## config.mk

```make
export PLATFORM = sky130hd
export DESIGN_NAME = ttsa_core
export DESIGN_NICKNAME = d
export VERILOG_FILES = /design/src/ttsa_type_store.v /design/src/ttsa_core.v
export VERILOG_INCLUDE_DIRS = /design/src
export SDC_FILE = /design/constraint.sdc
export NUM_CORES = 1
export LEC_CHECK = 0
export ABC_AREA = 1
export BUFFER_PORTS_ARGS = -buffer_cell sky130_fd_sc_hd__clkbuf_2
export CAP_MARGIN = 0
export CORE_MARGIN = 4
export CORE_UTILIZATION = 60
export DETAILED_ROUTE_END_ITERATION = 8
export HOLD_SLACK_MARGIN = 0.02
export PLACE_DENSITY_LB_ADDON = 0.12
export SYNTH_ARGS = -nofsm -noshare
export SYNTH_HDL_FRONTEND = slang
export SYNTH_HIERARCHICAL = 1
export SYNTH_SLANG_ARGS = --single-unit
export TNS_END_PERCENT = 5
```

## constraint.sdc

```tcl
create_clock -name i_clk -period 2.1 [get_ports i_clk]
set_clock_uncertainty 0.05 [all_clocks]
set_input_delay 0 -clock i_clk [delete_from_list [all_inputs] [get_ports i_clk]]
set_output_delay 0 -clock i_clk [all_outputs]
set_load 0.02 [all_outputs]
```

## src/ttsa_regs.vh

```
// Constants for the tag type select and abort command interpreter
`ifndef TTSA_REGS_VH
`define TTSA_REGS_VH
`define TTSA_CMD_SELECT      8'h04
`define TTSA_CMD_ABORT       8'h02
`define TTSA_LEN_SELECT      8'h06
`define TTSA_LEN_ABORT       8'h04
`define TTSA_LEN_RESP        8'h06
`define TTSA_CHAN_MSB        3
`define TTSA_CHAN_LSB        1
`define TTSA_TOGGLE_BIT      0
`define TTSA_CHANS           8
`define TTSA_HDR_TCP         4'h2
`define TTSA_HDR_NONE        4'h0
`define TTSA_RSVD_MSB        7
`define TTSA_RSVD_LSB        4
`define TTSA_PROX_HI         8'h34
`define TTSA_ASCII_NINE      8'h39
`define TTSA_TYPE_RESET      16'h3839
`define TTSA_TYPE_GEN_VIC    16'h3230
`define TTSA_TYPE_GEN_PROX   16'h3430
`define TTSA_TYPE_GEN_UHF    16'h3830
`define TTSA_ST_OK           8'h00
`define TTSA_ST_BAD          8'h04
`define TTSA_ACC_UID_VIC     2'h1
`define TTSA_ACC_UID_PROX    2'h2
`define TTSA_ACC_UID_UHF     2'h3
`define TTSA_ACC_FULL        2'h0
`define TTSA_UID_LEN_VIC     4'h8
`define TTSA_UID_LEN_PROX    4'h7
`define TTSA_UID_LEN_PROX_S  4'h4
`define TTSA_UID_BITS_UHF    7'h60
`endif

```

## src/ttsa_type_store.v

```verilog
// Per-channel tag type store with registered read port
`timescale 1ns/1ns
`include "ttsa_regs.vh"
module ttsa_type_store (
  input  wire        i_clk,
  input  wire        i_nrst,
  input  wire        i_we,
  input  wire [2:0]  i_waddr,
  input  wire [15:0] i_wdata,
  input  wire [2:0]  i_raddr,
  output reg  [15:0] o_rdata
);
  reg [15:0] mem [0:`TTSA_CHANS-1];
  integer    k;

  // Write port and registered read; reset loads the head-default code
  always @(posedge i_clk or negedge i_nrst) begin
    if (!i_nrst) begin
      for (k = 0; k < `TTSA_CHANS; k = k + 1)
        mem[k] <= `TTSA_TYPE_RESET;
      o_rdata <= `TTSA_TYPE_RESET;
    end else begin
      if (i_we)
        mem[i_waddr] <= i_wdata;
      o_rdata <= mem[i_raddr];
    end
  end
endmodule // ttsa_type_store

```

## src/ttsa_core.v

```verilog
// Tag type select and abort command interpreter
// Function
// Select command carries type as two ASCII bytes, high first; stored per channel
// Generic vicinity code only fetches the read-only identifier
// Host gives even block count, at most 7, for 8-byte-block type
// Host gives contiguous start address for word commands on that type
// Type code with low character nine uses the head default type
// Proximity types accept 4-byte or 7-byte identifiers
// Generic proximity code: read-only code 4 or 7 bytes, no memory
// Generic UHF code: read-only code up to 96 bits, no memory
// Two length bytes only present on TCP/IP transports
// Abort command stops the command running on that channel
// Host should set a fixed type where the plant uses one type
// Abort telegram length 4; byte 3 carries channel and toggle
// Abort response length 6: echo code, channel, toggle, status, counter
`timescale 1ns/1ns
`include "ttsa_regs.vh"
module ttsa_core (
  input  wire        i_clk,
  input  wire        i_nrst,
  input  wire        i_tcp_mode,
  input  wire        i_rx_valid,
  input  wire [7:0]  i_rx_data,
  input  wire        i_rx_last,
  input  wire        i_tx_ready,
  input  wire [7:0]  i_busy,
  input  wire [2:0]  i_head_sel,
  input  wire [3:0]  i_head_uid_len,
  output wire        o_rx_ready,
  output reg         o_tx_valid,
  output reg  [7:0]  o_tx_data,
  output reg         o_tx_last,
  output reg  [7:0]  o_abort,
  output reg         o_type_we,
  output reg  [2:0]  o_type_chan,
  output reg  [15:0] o_type_code,
  output reg  [15:0] o_head_type,
  output reg         o_head_use_default,
  output reg  [1:0]  o_head_access,
  output reg         o_head_uid_ok,
  output reg  [6:0]  o_head_uid_max
);
  localparam S_RX   = 2'b00;
  localparam S_EXEC = 2'b01;
  localparam S_TX   = 2'b10;

  reg  [1:0]  state;
  reg  [1:0]  next_state;
  reg  [3:0]  idx;
  reg  [3:0]  hdr;
  reg  [7:0]  cmd;
  reg  [7:0]  chbyte;
  reg  [7:0]  type_hi;
  reg  [7:0]  type_lo;
  reg  [7:0]  status;
  reg  [7:0]  reply_cnt;
  reg  [7:0]  tx_byte;
  reg         tx_end;
  reg  [3:0]  tidx;
  reg         bad_frame;
  wire [15:0] stored_type;
  wire [2:0]  chan = chbyte[`TTSA_CHAN_MSB:`TTSA_CHAN_LSB];

  assign o_rx_ready = (state == S_RX);

  // Length bytes precede the code only on the TCP/IP transports;
  // without them the frame length cannot be checked
  always @* begin
    hdr = i_tcp_mode ? `TTSA_HDR_TCP : `TTSA_HDR_NONE;
  end

  // State sequencing
  always @* begin
    next_state = state;
    case (state)
      S_RX:    if (i_rx_valid && i_rx_last) next_state = S_EXEC;
      S_EXEC:  next_state = S_TX;
      S_TX:    if (i_tx_ready && o_tx_last) next_state = S_RX;
      default: next_state = S_RX;
    endcase
  end

  // Capture telegram bytes by position after the length header
  always @(posedge i_clk or negedge i_nrst) begin
    if (!i_nrst) begin
      state     <= S_RX;
      idx       <= 4'h0;
      cmd       <= 8'h00;
      chbyte    <= 8'h00;
      type_hi   <= 8'h00;
      type_lo   <= 8'h00;
      bad_frame <= 1'b0;
    end else begin
      state <= next_state;
      if (state == S_RX && i_rx_valid) begin
        idx <= i_rx_last ? 4'h0 : idx + 4'h1;
        if (idx == hdr)
          cmd <= i_rx_data;
        if (idx == hdr + 4'h1)
          chbyte <= i_rx_data;
        if (idx == hdr + 4'h2)
          type_hi <= i_rx_data;
        if (idx == hdr + 4'h3)
          type_lo <= i_rx_data;
        // Header length byte checked against both the select and abort sizes, whatever the code
        if (idx == 4'h0)
          bad_frame <= 1'b0;
        if (i_tcp_mode && idx == 4'h1 && i_rx_data != `TTSA_LEN_SELECT
            && i_rx_data != `TTSA_LEN_ABORT)
          bad_frame <= 1'b1;
      end
    end
  end

  // Execute: abort pulse, type store write, status and reply counter
  always @(posedge i_clk or negedge i_nrst) begin
    if (!i_nrst) begin
      o_abort     <= 8'h00;
      o_type_we   <= 1'b0;
      o_type_chan <= 3'h0;
      o_type_code <= `TTSA_TYPE_RESET;
      status      <= `TTSA_ST_OK;
      reply_cnt   <= 8'h00;
    end else begin
      o_abort   <= 8'h00;
      o_type_we <= 1'b0;
      if (state == S_EXEC) begin
        reply_cnt <= reply_cnt + 8'h01;
        status    <= `TTSA_ST_OK;
        if (bad_frame || chbyte[`TTSA_RSVD_MSB:`TTSA_RSVD_LSB] != 4'h0) begin
          status <= `TTSA_ST_BAD;
        end else if (cmd == `TTSA_CMD_ABORT) begin
          o_abort[chan] <= 1'b1;
        end else if (cmd == `TTSA_CMD_SELECT) begin
          o_type_we   <= 1'b1;
          o_type_chan <= chan;
          o_type_code <= {type_hi, type_lo};
        end else begin
          status <= `TTSA_ST_BAD;
        end
      end
    end
  end

  // Response byte picked from the transmit index; registered below so data
  // leaves a flop, at the cost of one mux in front of it
  always @* begin
    case (tidx - hdr)
      4'hE:    tx_byte = 8'h00;
      4'hF:    tx_byte = `TTSA_LEN_RESP;
      4'h0:    tx_byte = cmd;
      4'h1:    tx_byte = chbyte;
      4'h2:    tx_byte = status;
      4'h3:    tx_byte = reply_cnt;
      default: tx_byte = 8'h00;
    endcase
    tx_end = (tidx == hdr + 4'h3);
  end

  // Response transmitter with registered data
  // Stalls hold every output: no S_TX branch is taken without ready
  always @(posedge i_clk or negedge i_nrst) begin
    if (!i_nrst) begin
      tidx       <= 4'h0;
      o_tx_valid <= 1'b0;
      o_tx_data  <= 8'h00;
      o_tx_last  <= 1'b0;
    end else if (state == S_EXEC) begin
      tidx       <= 4'h1;
      o_tx_valid <= 1'b1;
      o_tx_data  <= i_tcp_mode ? 8'h00 : cmd;
      o_tx_last  <= 1'b0;
    end else if (state == S_TX && i_tx_ready) begin
      tidx       <= tidx + 4'h1;
      o_tx_valid <= !o_tx_last;
      o_tx_last  <= tx_end;
      o_tx_data  <= tx_byte;
    end
  end

  // Per-channel type memory; reads the head being served
  ttsa_type_store u_store (
    .i_clk   (i_clk),
    .i_nrst  (i_nrst),
    .i_we    (o_type_we),
    .i_waddr (o_type_chan),
    .i_wdata (o_type_code),
    .i_raddr (i_head_sel),
    .o_rdata (stored_type)
  );

  // Head view of the selected type; generic codes limit access
  always @(posedge i_clk or negedge i_nrst) begin
    if (!i_nrst) begin
      o_head_type        <= `TTSA_TYPE_RESET;
      o_head_use_default <= 1'b1;
      o_head_access      <= `TTSA_ACC_FULL;
      o_head_uid_ok      <= 1'b0;
      o_head_uid_max     <= 7'h00;
    end else begin
      o_head_type        <= stored_type;
      o_head_use_default <= (stored_type[7:0] == `TTSA_ASCII_NINE);
      o_head_uid_ok      <= 1'b1;
      o_head_uid_max     <= {3'h0, i_head_uid_len};
      o_head_access      <= `TTSA_ACC_FULL;
      if (stored_type == `TTSA_TYPE_GEN_VIC) begin
        o_head_access  <= `TTSA_ACC_UID_VIC;
        o_head_uid_max <= {3'h0, `TTSA_UID_LEN_VIC};
      end else if (stored_type[15:8] == `TTSA_PROX_HI) begin
        // Either identifier length is legal on proximity heads
        o_head_uid_ok  <= (i_head_uid_len == `TTSA_UID_LEN_PROX) ||
                          (i_head_uid_len == `TTSA_UID_LEN_PROX_S);
        if (stored_type == `TTSA_TYPE_GEN_PROX)
          o_head_access <= `TTSA_ACC_UID_PROX;
      end else if (stored_type == `TTSA_TYPE_GEN_UHF) begin
        o_head_access  <= `TTSA_ACC_UID_UHF;
        o_head_uid_max <= `TTSA_UID_BITS_UHF;
      end
    end
  end
endmodule // ttsa_core

```

# After elaboration in Yosys (flattened, before gate mapping)
# Index checks and enable logic that the tools add are counted.
# op_classes
reduce_logical,25
bitwise,4
muxes,44
div_mod_pow,0
shifts,0
addsub,7
eq_ne,25
multipliers,0
order_cmp,5
# op_table
op,count
$bwmux 128,1
$bmux 16 s3,1
$demux 16 s3,1
$eq 16x14->1 const B,3
$mux 16,3
$mux 8,6
$pmux 8 s5,1
$mux 7,3
$eq 8x6->1 const B,2
$ne 8x3->1 const B,2
$mux 2,7
$mux 1,13
$eq 4x3->1,3
$mux 4,3
$reduce_and 2->1,6
$logic_and 1x1->1,9
$mux 3,3
$add 4x1->4 const B,2
$add 8x1->8 const B,1
$eq 4x1->1 const B,2
$eq 4x2->1 const B,2
$eq 4x3->1 const B,2
$eq 8x2->1 const B,1
$eq 8x3->1 const B,1
25 further kinds,32
# word_totals
input_bits,29
ramBits,0
wordCells,141
latch_bits,0
out_inout_bits,66
regBits,268
n_memories,0
romBits,0

# Longest topological paths before layout
# logic_depth
depth_word,7
ltp_mapped,12
mapped_depth_nobuf,12

# By module
# Netlist, hierarchy kept.
# modules_own_cells
mod,area_each_um2,seq_area_each_um2,cells_per_inst,n_inst
ttsa_type_store,6754.0,3682.3,883,1
ttsa_core,5023.6,2896.5,536,1

# Least setup slack after synthesis
# Ideal clock, no wire load.
# synth_path
kind,flip-flop to flip-flop
start,register tidx[1]
end,register o_tx_data[7]
arrival_ns,1.657
setup_ns,0.077
required_time_ns,1.973
setup_slack_ns,0.316
path_stages_with_launch,11
synth_period_minus_slack_ns,1.784
path_buffers,2
path_cell_list,dfrtp_1 inv_1 ha_1 ha_1 buf_2 a21boi_2 buf_4 nand3_1 nand3_1 nand2_1 a21oi_1
# synth_between
elab_chain_len,5
elab_cells_between_ends,9
cone_classes,add/sub (1); eq/ne (4); mux (3); reduce/logical (1)
# synth_rtl
item,line_no,text
"start, declared",ttsa_core.v:59,reg [3:0] tidx;
"start signal, assigned",ttsa_core.v:174,tidx <= tidx + 4'h1;
$sub 4x2->4 (*),ttsa_core.v:148,case (tidx - hdr)
"$eq 4x2->1, or another cell as far along",ttsa_core.v:148,
$pmux 8 s5 (*),ttsa_core.v:148,
$mux 8 (*),ttsa_core.v:173,end else if (state == S_TX && i_tx_ready) begin
$mux 8 (*),ttsa_core.v:168,end else if (state == S_EXEC) begin
"end signal, assigned",ttsa_core.v:171,o_tx_data <= i_tcp_mode ? 8'h00 : cmd;
"end signal, assigned",ttsa_core.v:177,o_tx_data <= tx_byte;
"end, declared",ttsa_core.v:31,"output reg [7:0] o_tx_data,"
# Every way passes the cells marked *; elsewhere a longest branch is shown, timed or not. The select of a mux whose other input is x is not followed.
# A chain may end at the register's enable or synchronous reset.

# Worst setup path in the final report
# Ends and elaborated chain as after synthesis.

==> impl_metrics.toml <==
[logic_synthesis]
async_flop_share_pct = 100
synth_top_area_cell = "dfrtp_1"
yosysSeqAreaShare_pct = 55.9
syn_area_um2 = 11800
synth_top_family_by_area = "simple AND/OR/NAND/NOR gates"
ys_top_cells_by_area = "dfrtp_1, dfstp_2, nand2_1, inv_1, o21ai_0"
syn_area_per_cell_um2 = 8.30
ys_warn_count = 6
synth_fp_nets = 1455
synth-xor-area-share_pct = 0.882
synth_edf_count = 0
synth_ff_type = "dfrtp_1"
synthAdderAreaFrac_pct = 0.744
ys_ff_latch = 259
synth_compound_area_share_pct = 8.74
muxShareOfSynthArea_pct = 0
yosys.area_share.simple_pct = 24.3
synth_cells = 1419
synth_top_area_share_pct = 38.5
synth_cell_type_count = 43

[detailed_routing]
post_drt_wl_per_cell_um = 15.4
routed_via_density = 5.23
postRouteAntennaNets = 0
wl_um = 27700
vias = 9406
drc_errors = 0
dr.pass1.iters = 5
drt_iter0_markers = 524

[critical_path]
cp_slowest_cell = "dfrtp_1"
critPathKind = "reg2reg"
worstReg2RegEnd = "o_tx_data[7]"
rrSetupSlack_ps = 240
start_kind = "register"
startpoint = "tidx[1]"
ff2ff_path_depth = 10
slowest_delay_ps = 380
crit_arrival_ps = 2250
critPathCaptureType = "register"
critical_path_required_ps = 2500
critical_path.max_fanout = 13
path_cells = "inv_1 -> ha_1 -> ha_1 -> inv_1 -> nand2_1 -> a21boi_4 -> nand3_1 -> nand3_1 -> nand2_1 -> a21oi_1"
r2r-start = "tidx[1]"
endpoint = "o_tx_data[7]"

[power_and_ir_drop]
p_per_area_nw_per_um2 = 1020
p_clk_share_pct = 36.2
power_leakage_nw = 6.59
power.share.switching_pct = 30.6
p_seq_share_pct = 44.3
vdd_drop_max_mv = 0.786
power_frac_comb_pct = 19.5
p_sw_mw = 4.27
p_total_mw = 14.0
intPower_mw = 9.70

[placement]
dp_cells = 1724
portBuffers = 85
place_congestion = 0.876
dpl.hpwl_um = 17500

[worst_hold_path]
hold_class = "in2async"

[cts]
cts_tree = "done"
clockRootBuffer = "clkbuf_16"
clock-sinks = 259
clk_path_buf_depth = 3
numCtsBuffers = 27
cts_setup_buffers = 0
worstSkewPairLatency_ps = 520
cts.reportedPaths.clkPinSlew_ps = 60
h-tree-depth = 1

[global_routing]
antenna_found_initial = 0
gr-usage-all-layers_pct = 26.1
grt_pass1_vias = 9273
grt_max_degree = 72
grt_pass1_wl_um = 46800
gr-total-overflow = 0

[floorplan]
fp-row-count = 50
start_util_pct = 61.9
core-area_um2 = 19000
io_pins = 95
die_area_um2 = 21900
die_y_um = 148
die_width_um = 148

[timing]
fmax_mhz = 539
finalCritPeriodShare_pct = 88.3
maxSlewViolCount = 0
fin_tns_setup_ps = 0
finalSetupViolCount = 0
finalCriticalPeriod_ps = 1860
slew_headroom_pct = 31.5
rsz0062_at_grt = "no"
tightestPinTransition_ps = 1020
hold_viol = 0

[run]
maxCapViolCount = 0

[cells_and_area]
syn_to_final_growth_pct = 15.8
final-instance-count-excl-fill = 1797
drive_above_1_share_pct = 17.5
diodes = 0
nets = 1553

[run_status]
status = "finished clean"
Yosys cell counts, types with 3 or more instances:
library cell  count
nand3_1         123
dfstp_2          78
o21ai_1          19
inv_2             4
buf_2            37
dfrtp_1         181
o21ai_2          10
a21oi_1          13
nor2_1           44
xor2_1            7
nand2_1         471
nand4_1          10
nor3_1            6
ha_1              7
inv_1           201
buf_4             6
o21ai_0         144
nor4_1            5
clkbuf_2          4
nand2_2           3
xnor2_1           3
clkbuf_1         16
power groups by stage:
stage | clock (mW) | combinational, mW | sequential, mW
floorplan | 0 | 1.76 | 6.25
global placement | 0 | 2.54 | 6.24
detailed placement | 0 | 2.62 | 6.26
CTS | 5.13 | 2.70 | 6.18
global route | 5.39 | 3.08 | 6.25
finish | 5.05 | 2.72 | 6.19
registers in the layout (all words and copies together) (netlist names), 2 cells and up:
register	flops
chbyte	8
cmd	8
idx	4
o_abort	8
o_head_access	2
o_head_type	16
o_head_uid_max	5
o_tx_data	8
o_type_chan	3
o_type_code	16
reply_cnt	8
state	2
tidx	4
type_hi	8
type_lo	8
u_store/mem	128
u_store/o_rdata	16
layer usage:
layer | track usage, % | wire length [um] | share of wire [%]
met5 | 0 | 0 | 0
met4 | 7.94 | 660 | 2.4
met3 | 3.81 | 1490 | 5.4
met2 | 44.6 | 13800 | 50
met1 | 35.0 | 11800 | 43
cell type report:
cell class,count,area [um2]
Clock buffer,34,752
Clock inverter,15,203
Fill cell,1516,5380
Inverter,205,769
Multi-Input combinational cell,889,4110
Sequential cell,259,6580
Tap cell,260,325
Timing Repair Buffer,135,908
per-stage QoR:
stage | setup slack [ps] | hold WS, ps | area, um2 | utilization [%]
after floorplan | 316 | -346 | 11800 | -
after global placement | 257 | -105 | 12400 | 65.4
after detailed placement | 139 | -101 | 12400 | 65.4
after CTS | 135 | 157 | 13600 | 71.7
after global routing | 26.8 | 183 | 13600 | 71.7
final | 245 | 159 | 13600 | 71.7
cell usage in the layout (no fill, tap or decap), types with 2 or more instances in the layout:
cell type / instances
dfrtp_1: 181
nor2_2: 3
dlygate4sd3_1: 24
o21ai_1: 19
clkinv_2: 8
nand3_1: 123
nor3_1: 6
o21ai_0: 144
nand2_2: 4
o211ai_1: 2
nor2_1: 43
clkbuf_2: 84
clkbuf_8: 5
nand4_1: 10
xor2_1: 7
buf_4: 23
nor4_1: 5
dfstp_2: 78
nand4_4: 2
nor2_4: 2
inv_1: 201
clkbuf_16: 27
bufinv_16: 5
clkbuf_1: 2
ha_1: 7
a21oi_1: 13
o22ai_1: 2
o21ai_2: 10
xnor2_1: 3
inv_2: 4
nand2_1: 470
buf_12: 3
logic make-up after synthesis:
group	count (synthesis)
xor gates and xnor gates	11
and+or+nand+nor	676
DFF	259
buffers and inverters	271
adders and majority gates	7
AOI/OAI and AO/OA	194
other	1
how the worst min path moves through the flow:
stage / start / to / cells past startpoint
finish: i_nrst / u_store/mem[67] / 2
global route: i_nrst / u_store/mem[67] / 2
CTS: i_nrst / u_store/mem[67] / 2
detailed placement: i_nrst / u_store/mem[81] / 1
global placement: i_nrst / u_store/mem[81] / 1
floorplan: i_nrst / bad_frame / 0
critical path: cells and delay by family (launching register included):
family,cells,cell delay [ps]
DFF,1,380
buffers and inverters,2,130
AOI/OAI and AO/OA,2,460
adders and majority gates,2,370
and+or+nand+nor,4,390
timing repair:
item,4_1_cts,5_1_grt
endpoints found under the setup margin,0,7
hold buffers,24,0
resized for setup,0,3
endpoints found under the hold margin,276,0
Note: power is estimated with default switching activity, not from simulation.
